File: src/ccr_pkg.sv
// Purpose: constants for the command control register block
// Assumes: 32-bit AXI4-Lite register bus, 125 MHz clock
// Notes: offsets and pointer registers placed by this block
package ccr_pkg;
    localparam int CCR_ADDR_W = 4;
    localparam logic [3:0] CCR_OFF_CMD = 4'h0;     // command control word
    localparam logic [3:0] CCR_OFF_CAMPTR = 4'h4;  // table descriptor pointer
    localparam logic [3:0] CCR_OFF_RRP = 4'h8;     // resource read pointer
    localparam logic [3:0] CCR_OFF_TIMER = 4'hC;   // watchdog count, read only
    localparam int CCR_BIT_CAM = 9;
    localparam int CCR_BIT_RRA = 8;
    localparam int CCR_BIT_RST = 7;
    localparam int CCR_BIT_RUN = 5;
    localparam int CCR_BIT_HALT = 4;
    localparam logic [15:0] CCR_CMD_RESET = 16'h0080;
    localparam logic [1:0] CCR_RESP_OK = 2'h0;
    localparam logic [1:0] CCR_RESP_SLVERR = 2'h2;
    typedef enum logic [1:0] {CCR_IDLE, CCR_CAM, CCR_RRA} ccr_fetch_e;
endpackage

File: src/ccr_command_control.sv
// Purpose: command control bits (table load, resource fetch, soft reset, watchdog)
// Assumes: descriptor engines answer each request with one done pulse
// Notes: one write and one read in flight at most on the register bus
//
// Notes on behaviour
// - setting bit 9 fetches descriptor at table pointer, loads match table.
// - setting bit 8 fetches next resource descriptor at read pointer.
// - while bit 7 set, all internal state machines stay in reset.
// - during soft reset, crc disabled and tally counters frozen, not cleared.
// - operation resumes only after software returns bit 7 to zero.
// - hardware reset sets bit 7 to one.
// - setting bit 5 starts watchdog or resumes after halt.
// - writing one to bit 5 clears the halt bit; here a write that also sets bit 4 leaves halt set.
// - setting bit 4 stops watchdog and clears run bit.
// - halted watchdog keeps its count and resumes from it.
//
// Our own choices: the AXI4-Lite interface to the registers and the placing of the registers.
`timescale 1ns/100ps
`default_nettype none
module ccr_command_control
    import ccr_pkg::*;
#(
    parameter int TIMER_W = 16
) (
    input wire logic aclk,                 // system clock
    input wire logic aresetn,              // synchronous reset, low active
    input wire logic [CCR_ADDR_W-1:0] s_axi_awaddr, // write address
    input wire logic s_axi_awvalid,        // write address valid
    output logic s_axi_awready,            // write address ready
    input wire logic [31:0] s_axi_wdata,   // write data
    input wire logic [3:0] s_axi_wstrb,    // byte enables
    input wire logic s_axi_wvalid,         // write data valid
    output logic s_axi_wready,             // write data ready
    output logic [1:0] s_axi_bresp,        // write response
    output logic s_axi_bvalid,             // write response valid
    input wire logic s_axi_bready,         // write response ready
    input wire logic [CCR_ADDR_W-1:0] s_axi_araddr, // read address
    input wire logic s_axi_arvalid,        // read address valid
    output logic s_axi_arready,            // read address ready
    output logic [31:0] s_axi_rdata,       // read data
    output logic [1:0] s_axi_rresp,        // read response
    output logic s_axi_rvalid,             // read data valid
    input wire logic s_axi_rready,         // read data ready
    output logic cam_fetch_req,            // table descriptor fetch request
    output logic [31:0] cam_fetch_addr,    // table descriptor address
    input wire logic cam_fetch_done,       // table load finished pulse
    output logic rra_fetch_req,            // resource descriptor fetch request
    output logic [31:0] rra_fetch_addr,    // resource descriptor address
    input wire logic rra_fetch_done,       // resource fetch finished pulse
    output logic sm_reset,                 // hold internal machines in reset
    output logic crc_enable,               // crc generator enable
    output logic tally_enable,             // tally counters count when high
    output logic [TIMER_W-1:0] timer_count // watchdog count
);
    logic [15:0] cmd_r;
    logic [31:0] camptr_r, rrp_r;
    logic [TIMER_W-1:0] timer_r;
    ccr_fetch_e fetch_r, fetch_nxt;
    logic aw_got_r, w_got_r;
    logic [CCR_ADDR_W-1:0] awaddr_r;
    logic [31:0] wdata_r;
    logic [3:0] wstrb_r;
    logic [31:0] rdata_nxt;
    logic rd_hit;

    // write channel capture; address and data may arrive in any order
    wire aw_take = s_axi_awvalid && s_axi_awready;
    wire w_take = s_axi_wvalid && s_axi_wready;
    wire wr_fire = aw_got_r && w_got_r && !s_axi_bvalid;
    wire wr_hit = (awaddr_r == CCR_OFF_CMD) || (awaddr_r == CCR_OFF_CAMPTR)
        || (awaddr_r == CCR_OFF_RRP) || (awaddr_r == CCR_OFF_TIMER);
    wire wr_cmd = wr_fire && awaddr_r == CCR_OFF_CMD && wstrb_r[1:0] == 2'h3;
    wire wr_cam = wr_fire && awaddr_r == CCR_OFF_CAMPTR;
    wire wr_rrp = wr_fire && awaddr_r == CCR_OFF_RRP;
    wire rd_take = s_axi_arvalid && s_axi_arready;

    // command bit decode of a whole-halfword write
    wire set_cam = wr_cmd && wdata_r[CCR_BIT_CAM];
    wire set_rra = wr_cmd && wdata_r[CCR_BIT_RRA];
    wire set_run = wr_cmd && wdata_r[CCR_BIT_RUN];
    wire set_halt = wr_cmd && wdata_r[CCR_BIT_HALT];
    wire soft_rst = cmd_r[CCR_BIT_RST];

    always_ff @(posedge aclk) begin
        if (!aresetn) begin
            s_axi_awready <= 1'b1;
            s_axi_wready <= 1'b1;
            aw_got_r <= 1'b0;
            w_got_r <= 1'b0;
            awaddr_r <= '0;
            wdata_r <= '0;
            wstrb_r <= '0;
            s_axi_bvalid <= 1'b0;
            s_axi_bresp <= CCR_RESP_OK;
        end else begin
            if (aw_take) begin
                awaddr_r <= s_axi_awaddr;
                aw_got_r <= 1'b1;
                s_axi_awready <= 1'b0;
            end
            if (w_take) begin
                wdata_r <= s_axi_wdata;
                wstrb_r <= s_axi_wstrb;
                w_got_r <= 1'b1;
                s_axi_wready <= 1'b0;
            end
            if (wr_fire) begin
                s_axi_bvalid <= 1'b1;
                s_axi_bresp <= wr_hit ? CCR_RESP_OK : CCR_RESP_SLVERR;
                aw_got_r <= 1'b0;
                w_got_r <= 1'b0;
            end
            if (s_axi_bvalid && s_axi_bready) begin
                s_axi_bvalid <= 1'b0;
                s_axi_awready <= 1'b1;
                s_axi_wready <= 1'b1;
            end
        end
    end

    // command word; halt beats run, and a fetch set written as that fetch ends beats its self-clear
    always_ff @(posedge aclk) begin
        if (!aresetn) begin
            cmd_r <= CCR_CMD_RESET;
        end else begin
            if (wr_cmd) begin
                cmd_r[CCR_BIT_RST] <= wdata_r[CCR_BIT_RST];
            end
            if (set_cam) begin
                cmd_r[CCR_BIT_CAM] <= 1'b1;
            end else if (fetch_r == CCR_CAM && (cam_fetch_done || soft_rst)) begin
                cmd_r[CCR_BIT_CAM] <= 1'b0;
            end
            if (set_rra) begin
                cmd_r[CCR_BIT_RRA] <= 1'b1;
            end else if (fetch_r == CCR_RRA && (rra_fetch_done || soft_rst)) begin
                cmd_r[CCR_BIT_RRA] <= 1'b0;
            end
            if (set_halt) begin
                cmd_r[CCR_BIT_HALT] <= 1'b1;
                cmd_r[CCR_BIT_RUN] <= 1'b0;
            end else if (set_run) begin
                cmd_r[CCR_BIT_RUN] <= 1'b1;
                cmd_r[CCR_BIT_HALT] <= 1'b0;
            end
        end
    end

    // pointer registers
    always_ff @(posedge aclk) begin
        if (!aresetn) begin
            camptr_r <= '0;
            rrp_r <= '0;
        end else begin
            if (wr_cam) begin
                camptr_r <= wdata_r;
            end
            if (wr_rrp) begin
                rrp_r <= wdata_r;
            end
        end
    end

    // fetch sequencer; table load served before resource fetch
    always_comb begin
        fetch_nxt = fetch_r;
        case (fetch_r)
            CCR_IDLE: begin
                if (cmd_r[CCR_BIT_CAM]) begin
                    fetch_nxt = CCR_CAM;
                end else if (cmd_r[CCR_BIT_RRA]) begin
                    fetch_nxt = CCR_RRA;
                end
            end
            CCR_CAM: begin
                if (cam_fetch_done) begin
                    fetch_nxt = CCR_IDLE;
                end
            end
            CCR_RRA: begin
                if (rra_fetch_done) begin
                    fetch_nxt = CCR_IDLE;
                end
            end
            default: fetch_nxt = CCR_IDLE;
        endcase
    end

    // soft reset holds the sequencer idle and blocks new fetches
    always_ff @(posedge aclk) begin
        if (!aresetn || soft_rst) begin
            fetch_r <= CCR_IDLE;
            cam_fetch_req <= 1'b0;
            rra_fetch_req <= 1'b0;
            cam_fetch_addr <= '0;
            rra_fetch_addr <= '0;
        end else begin
            fetch_r <= fetch_nxt;
            cam_fetch_req <= fetch_nxt == CCR_CAM;
            rra_fetch_req <= fetch_nxt == CCR_RRA;
            cam_fetch_addr <= camptr_r;
            rra_fetch_addr <= rrp_r;
        end
    end

    // watchdog counts only while run set; halt keeps the count
    always_ff @(posedge aclk) begin
        if (!aresetn) begin
            timer_r <= '0;
        end else if (cmd_r[CCR_BIT_RUN] && !soft_rst) begin
            timer_r <= timer_r + 1'b1;
        end
    end

    // status outputs registered so they come straight from flops
    always_ff @(posedge aclk) begin
        if (!aresetn) begin
            sm_reset <= 1'b1;
            crc_enable <= 1'b0;
            tally_enable <= 1'b0;
            timer_count <= '0;
        end else begin
            sm_reset <= soft_rst;
            crc_enable <= !soft_rst;
            tally_enable <= !soft_rst;
            timer_count <= timer_r;
        end
    end

    // read decode
    always_comb begin
        rd_hit = 1'b1;
        case (s_axi_araddr)
            CCR_OFF_CMD: rdata_nxt = {16'h0000, cmd_r};
            CCR_OFF_CAMPTR: rdata_nxt = camptr_r;
            CCR_OFF_RRP: rdata_nxt = rrp_r;
            CCR_OFF_TIMER: rdata_nxt = 32'(timer_r);
            default: begin
                rdata_nxt = 32'h00000000;
                rd_hit = 1'b0;
            end
        endcase
    end

    always_ff @(posedge aclk) begin
        if (!aresetn) begin
            s_axi_arready <= 1'b1;
            s_axi_rvalid <= 1'b0;
            s_axi_rdata <= '0;
            s_axi_rresp <= CCR_RESP_OK;
        end else if (rd_take) begin
            s_axi_arready <= 1'b0;
            s_axi_rvalid <= 1'b1;
            s_axi_rdata <= rdata_nxt;
            s_axi_rresp <= rd_hit ? CCR_RESP_OK : CCR_RESP_SLVERR;
        end else if (s_axi_rvalid && s_axi_rready) begin
            s_axi_rvalid <= 1'b0;
            s_axi_arready <= 1'b1;
        end
    end
endmodule
`default_nettype wire

File: config.mk
export PLATFORM = sky130hd
export DESIGN_NAME = ccr_command_control
export DESIGN_NICKNAME = d
export VERILOG_FILES = /design/src/ccr_pkg.sv /design/src/ccr_command_control.sv
export SDC_FILE = /design/constraint.sdc
export NUM_CORES = 1
export LEC_CHECK = 0
export BUFFER_PORTS_ARGS = -buffer_cell sky130_fd_sc_hd__buf_2
export CAP_MARGIN = 30
export CORE_AREA = 4 4 153 155
export CTS_CLUSTER_DIAMETER = 60
export DETAILED_ROUTE_END_ITERATION = 16
export DIE_AREA = 0 0 157 159
export GPL_TIMING_DRIVEN = 0
export PLACE_DENSITY_LB_ADDON = 0.08
export SKIP_CTS_REPAIR_TIMING = 1
export SLEW_MARGIN = 40
export SYNTH_ARGS = -nofsm -noshare
export SYNTH_HDL_FRONTEND = slang
export SYNTH_SLANG_ARGS = --single-unit
File: constraint.sdc
create_clock -name aclk -period 4.2 [get_ports aclk]
set_input_delay 0.84 -clock aclk [delete_from_list [all_inputs] [get_ports aclk]]
set_output_delay 0.84 -clock aclk [all_outputs]
set_load 0.01 [all_outputs]
==> results.cfg <==
[worst_setup_path]
worst-path-buf-inv = 4
critPathMaxFanout = 10
r2r-end = s_axi_rdata[24]
path_delay_family = buffers and inverters
worstPathRequired_ns = 4.58
path_class = in2reg
cpPeakStageDelay_ns = 0.66
cp_slowest_cell = clkbuf_1
reg2reg_depth = 5
arrival_ns = 2.36
worst_setup_path_start_kind = input port
crit_start = aresetn
crit_cells = 5
cp-end-kind = flip-flop
rrSetupSlack_ns = 2.44
cpMostUsedCell = clkbuf_1
cp_cell_sequence = buf_4, inv_2, clkbuf_1, clkbuf_1, nor2_1
worst_r2r_startpoint = s_axi_arready
crit_end = timer_r[3]

[power]
ir_drop_mv = 0.2667
power.density_nw_per_um2 = 451.0
leakagePower_nw = 4.448
power_mw = 4.862

[global_routing]
grt_pass1_wl_mm = 38.29
overflow = 0
antenna_found_initial = 0
grtUsageTotal_pct = 19.52
grt_max_degree = 14
grt_pass1_vias = 6514

[timing]
worst_pin_slew_ns = 0.7929
period_share_pct = 47.10
setup_viol = 0
clock.fmax_ghz = 0.5055
setup_ws_ns = 2.222
maxSlewHeadroom_pct = 47.14
min_period_ns = 1.978
tns_ns = 0
skew_ns = 0.01298
hold_viol = 0
slew_violations = 0
rsz0062_at_grt = false

[yosys]
synthArstFlopShare_pct = 0
synth_warnings = 0
synth_edf_count = 0
ys_ff_latch = 250
synthDistinctLibCells = 52
syn_avg_cell_area_um2 = 9.184
synth-main-ff-cell = dfxtp_1
synth.cell_area_um2 = 8725
seq_area_frac_synth_pct = 57.36
netlist_instances = 950

[layout]
final_nets = 1205
synthToLayoutAreaGrowth_pct = 23.58
final_cell_area_um2 = 10780
diodes = 0
drive_gt1_share_pct = 23.22

[clocking]
clock_latency_ns = 0.52
cts_made_buffers = 27
cts_tree = built
cts_sinks = 250
cts.path.max_buffers = 3
cts_max_level = 1
cts-root-buf = clkbuf_16
cts.clk_slew.worst_paths_ns = 0.06

[routing]
vias_per_cell = 4.881
wl_per_cell_um = 17.32
drc = 0
drt_iter0_markers = 433
via_count = 7063
routed_wl_mm = 25.07
dr.pass1.iters = 5
ant_nets = 0

[die]
design.core.area_um2 = 21820
dieArea_um2 = 24960
io_pins = 179
fp.dieW_um = 157
die_y_um = 159
start_util_pct = 39.98
rows = 54

[placement]
place_ws_ns = 1.651
port_buffers = 171
hpwl_mm = 19.19
placed_cell_area_um2 = 9935
gp_congestion = 0.8490

[min_path]
hold_class = reg2reg

[outcome]
outcome = finished, final reports clean

[job]
drv_cap = 0
[layer usage]
layer / wire length (um) / global-route usage [%] / vias up
met2: 10210 / 27.52 / 214
met3: 1802 / 2.936 / 27
met4: 360 / 4.063 / 0
li1: - / - / 3569
met1: 12700 / 31.34 / 3253
met5: 0 / 0 / -
[layout make-up]
cell class,count,area (um2)
Buffer,67,330.3
Clock buffer,35,765.7
Clock inverter,10,81.33
Fill cell,2201,11040
Inverter,13,48.80
Multi-Input combinational cell,621,3344
Sequential cell,250,5005
Tap cell,280,350.3
Timing Repair Buffer,171,855.8
[synthesized netlist by cell type, drive strengths merged, types with 6 or more instances]
cell | instances | area, um2
a22o | 16 | 140.1
xnor2 | 6 | 52.55
clkbuf | 35 | 132.6
nor2 | 28 | 105.1
a22oi | 11 | 82.58
o21ai | 50 | 250.2
nand2 | 221 | 829.6
dfxtp | 250 | 5005
inv | 13 | 48.79
buf | 32 | 197.7
mux2 | 14 | 157.6
and2 | 79 | 495.5
a21oi | 96 | 480.5
nor3 | 9 | 55.05
nand3 | 41 | 210.2
[cells in the final DEF (no fill, tap or decap), types with 3 or more instances in the layout]
master     count
clkbuf_16     27
buf_6          3
nor2b_1        3
clkbuf_1      36
o21ai_0       44
xor2_1         4
buf_1          3
buf_2        188
a22o_1        16
a22oi_1       11
inv_1         12
nor3_1         7
nand2_1      221
mux2_2        13
dfxtp_1      250
xnor2_1        6
clkbuf_8       6
mux4_2         5
a32o_1         5
nand3_1       40
buf_4          9
nand4_1        4
and2_1        78
o21ai_1        6
clkinv_2       7
nor2_1        28
a21oi_1       96
[tightest hold or removal path, stage by stage (launching register included)]
cell and delay (ns):
dfxtp_1 0.30, nand2_1 0.05, a21oi_1 0.05
[flip-flops by register name, indices dropped and copies added, names as in the netlist, 2 cells and up]
signal	cells
cam_fetch_addr	32
camptr_r	32
rra_fetch_addr	32
rrp_r	32
s_axi_rdata	32
wdata_r	32
timer_count	16
timer_r	16
cmd_r	5
awaddr_r	4
fetch_r	2
wstrb_r	2
[where the power goes]
part           internal [mW]  switching, mW
Clock                   1.33          0.920
Sequential              2.40         0.0259
Combinational         0.0603          0.123
Total                   3.79           1.07
[per-stage QoR]
step	util, %	hold WS (ns)	std cells
after detailed placement	45.52	0.4447	1402
after global routing	49.40	0.4754	1447
after floorplan	-	0.4318	951
after global placement	45.52	0.4432	1402
after CTS	49.40	0.4550	1447
final	49.40	0.4507	1447
[kinds of logic after synthesis]
kind of cell / count (synthesis) / synth area share [%]
AND/OR/NAND/NOR: 400 / 21.43
flip-flops: 250 / 57.36
AO/OA/AOI/OAI: 188 / 12.46
buffers and inverters: 80 / 4.345
multiplexers: 20 / 3.212
XOR/XNOR: 10 / 1.004
adder cells (fa/ha/maj): 1 / 0.1434
other: 1 / 0.04298
[worst min path at each step]
stage,cells after the start,start,slack [ns],endpoint
2_1_floorplan,2,wstrb_r[1],0.43,wstrb_r[1]
3_3_place_gp,2,s_axi_rdata[23],0.44,s_axi_rdata[23]
3_5_place_dp,2,s_axi_rdata[12],0.44,s_axi_rdata[12]
4_1_cts,2,s_axi_rdata[28],0.45,s_axi_rdata[28]
5_1_grt,2,s_axi_rdata[24],0.48,s_axi_rdata[24]
6_report,2,s_axi_rdata[28],0.45,s_axi_rdata[28]
Power figures use the tool's default switching activity.
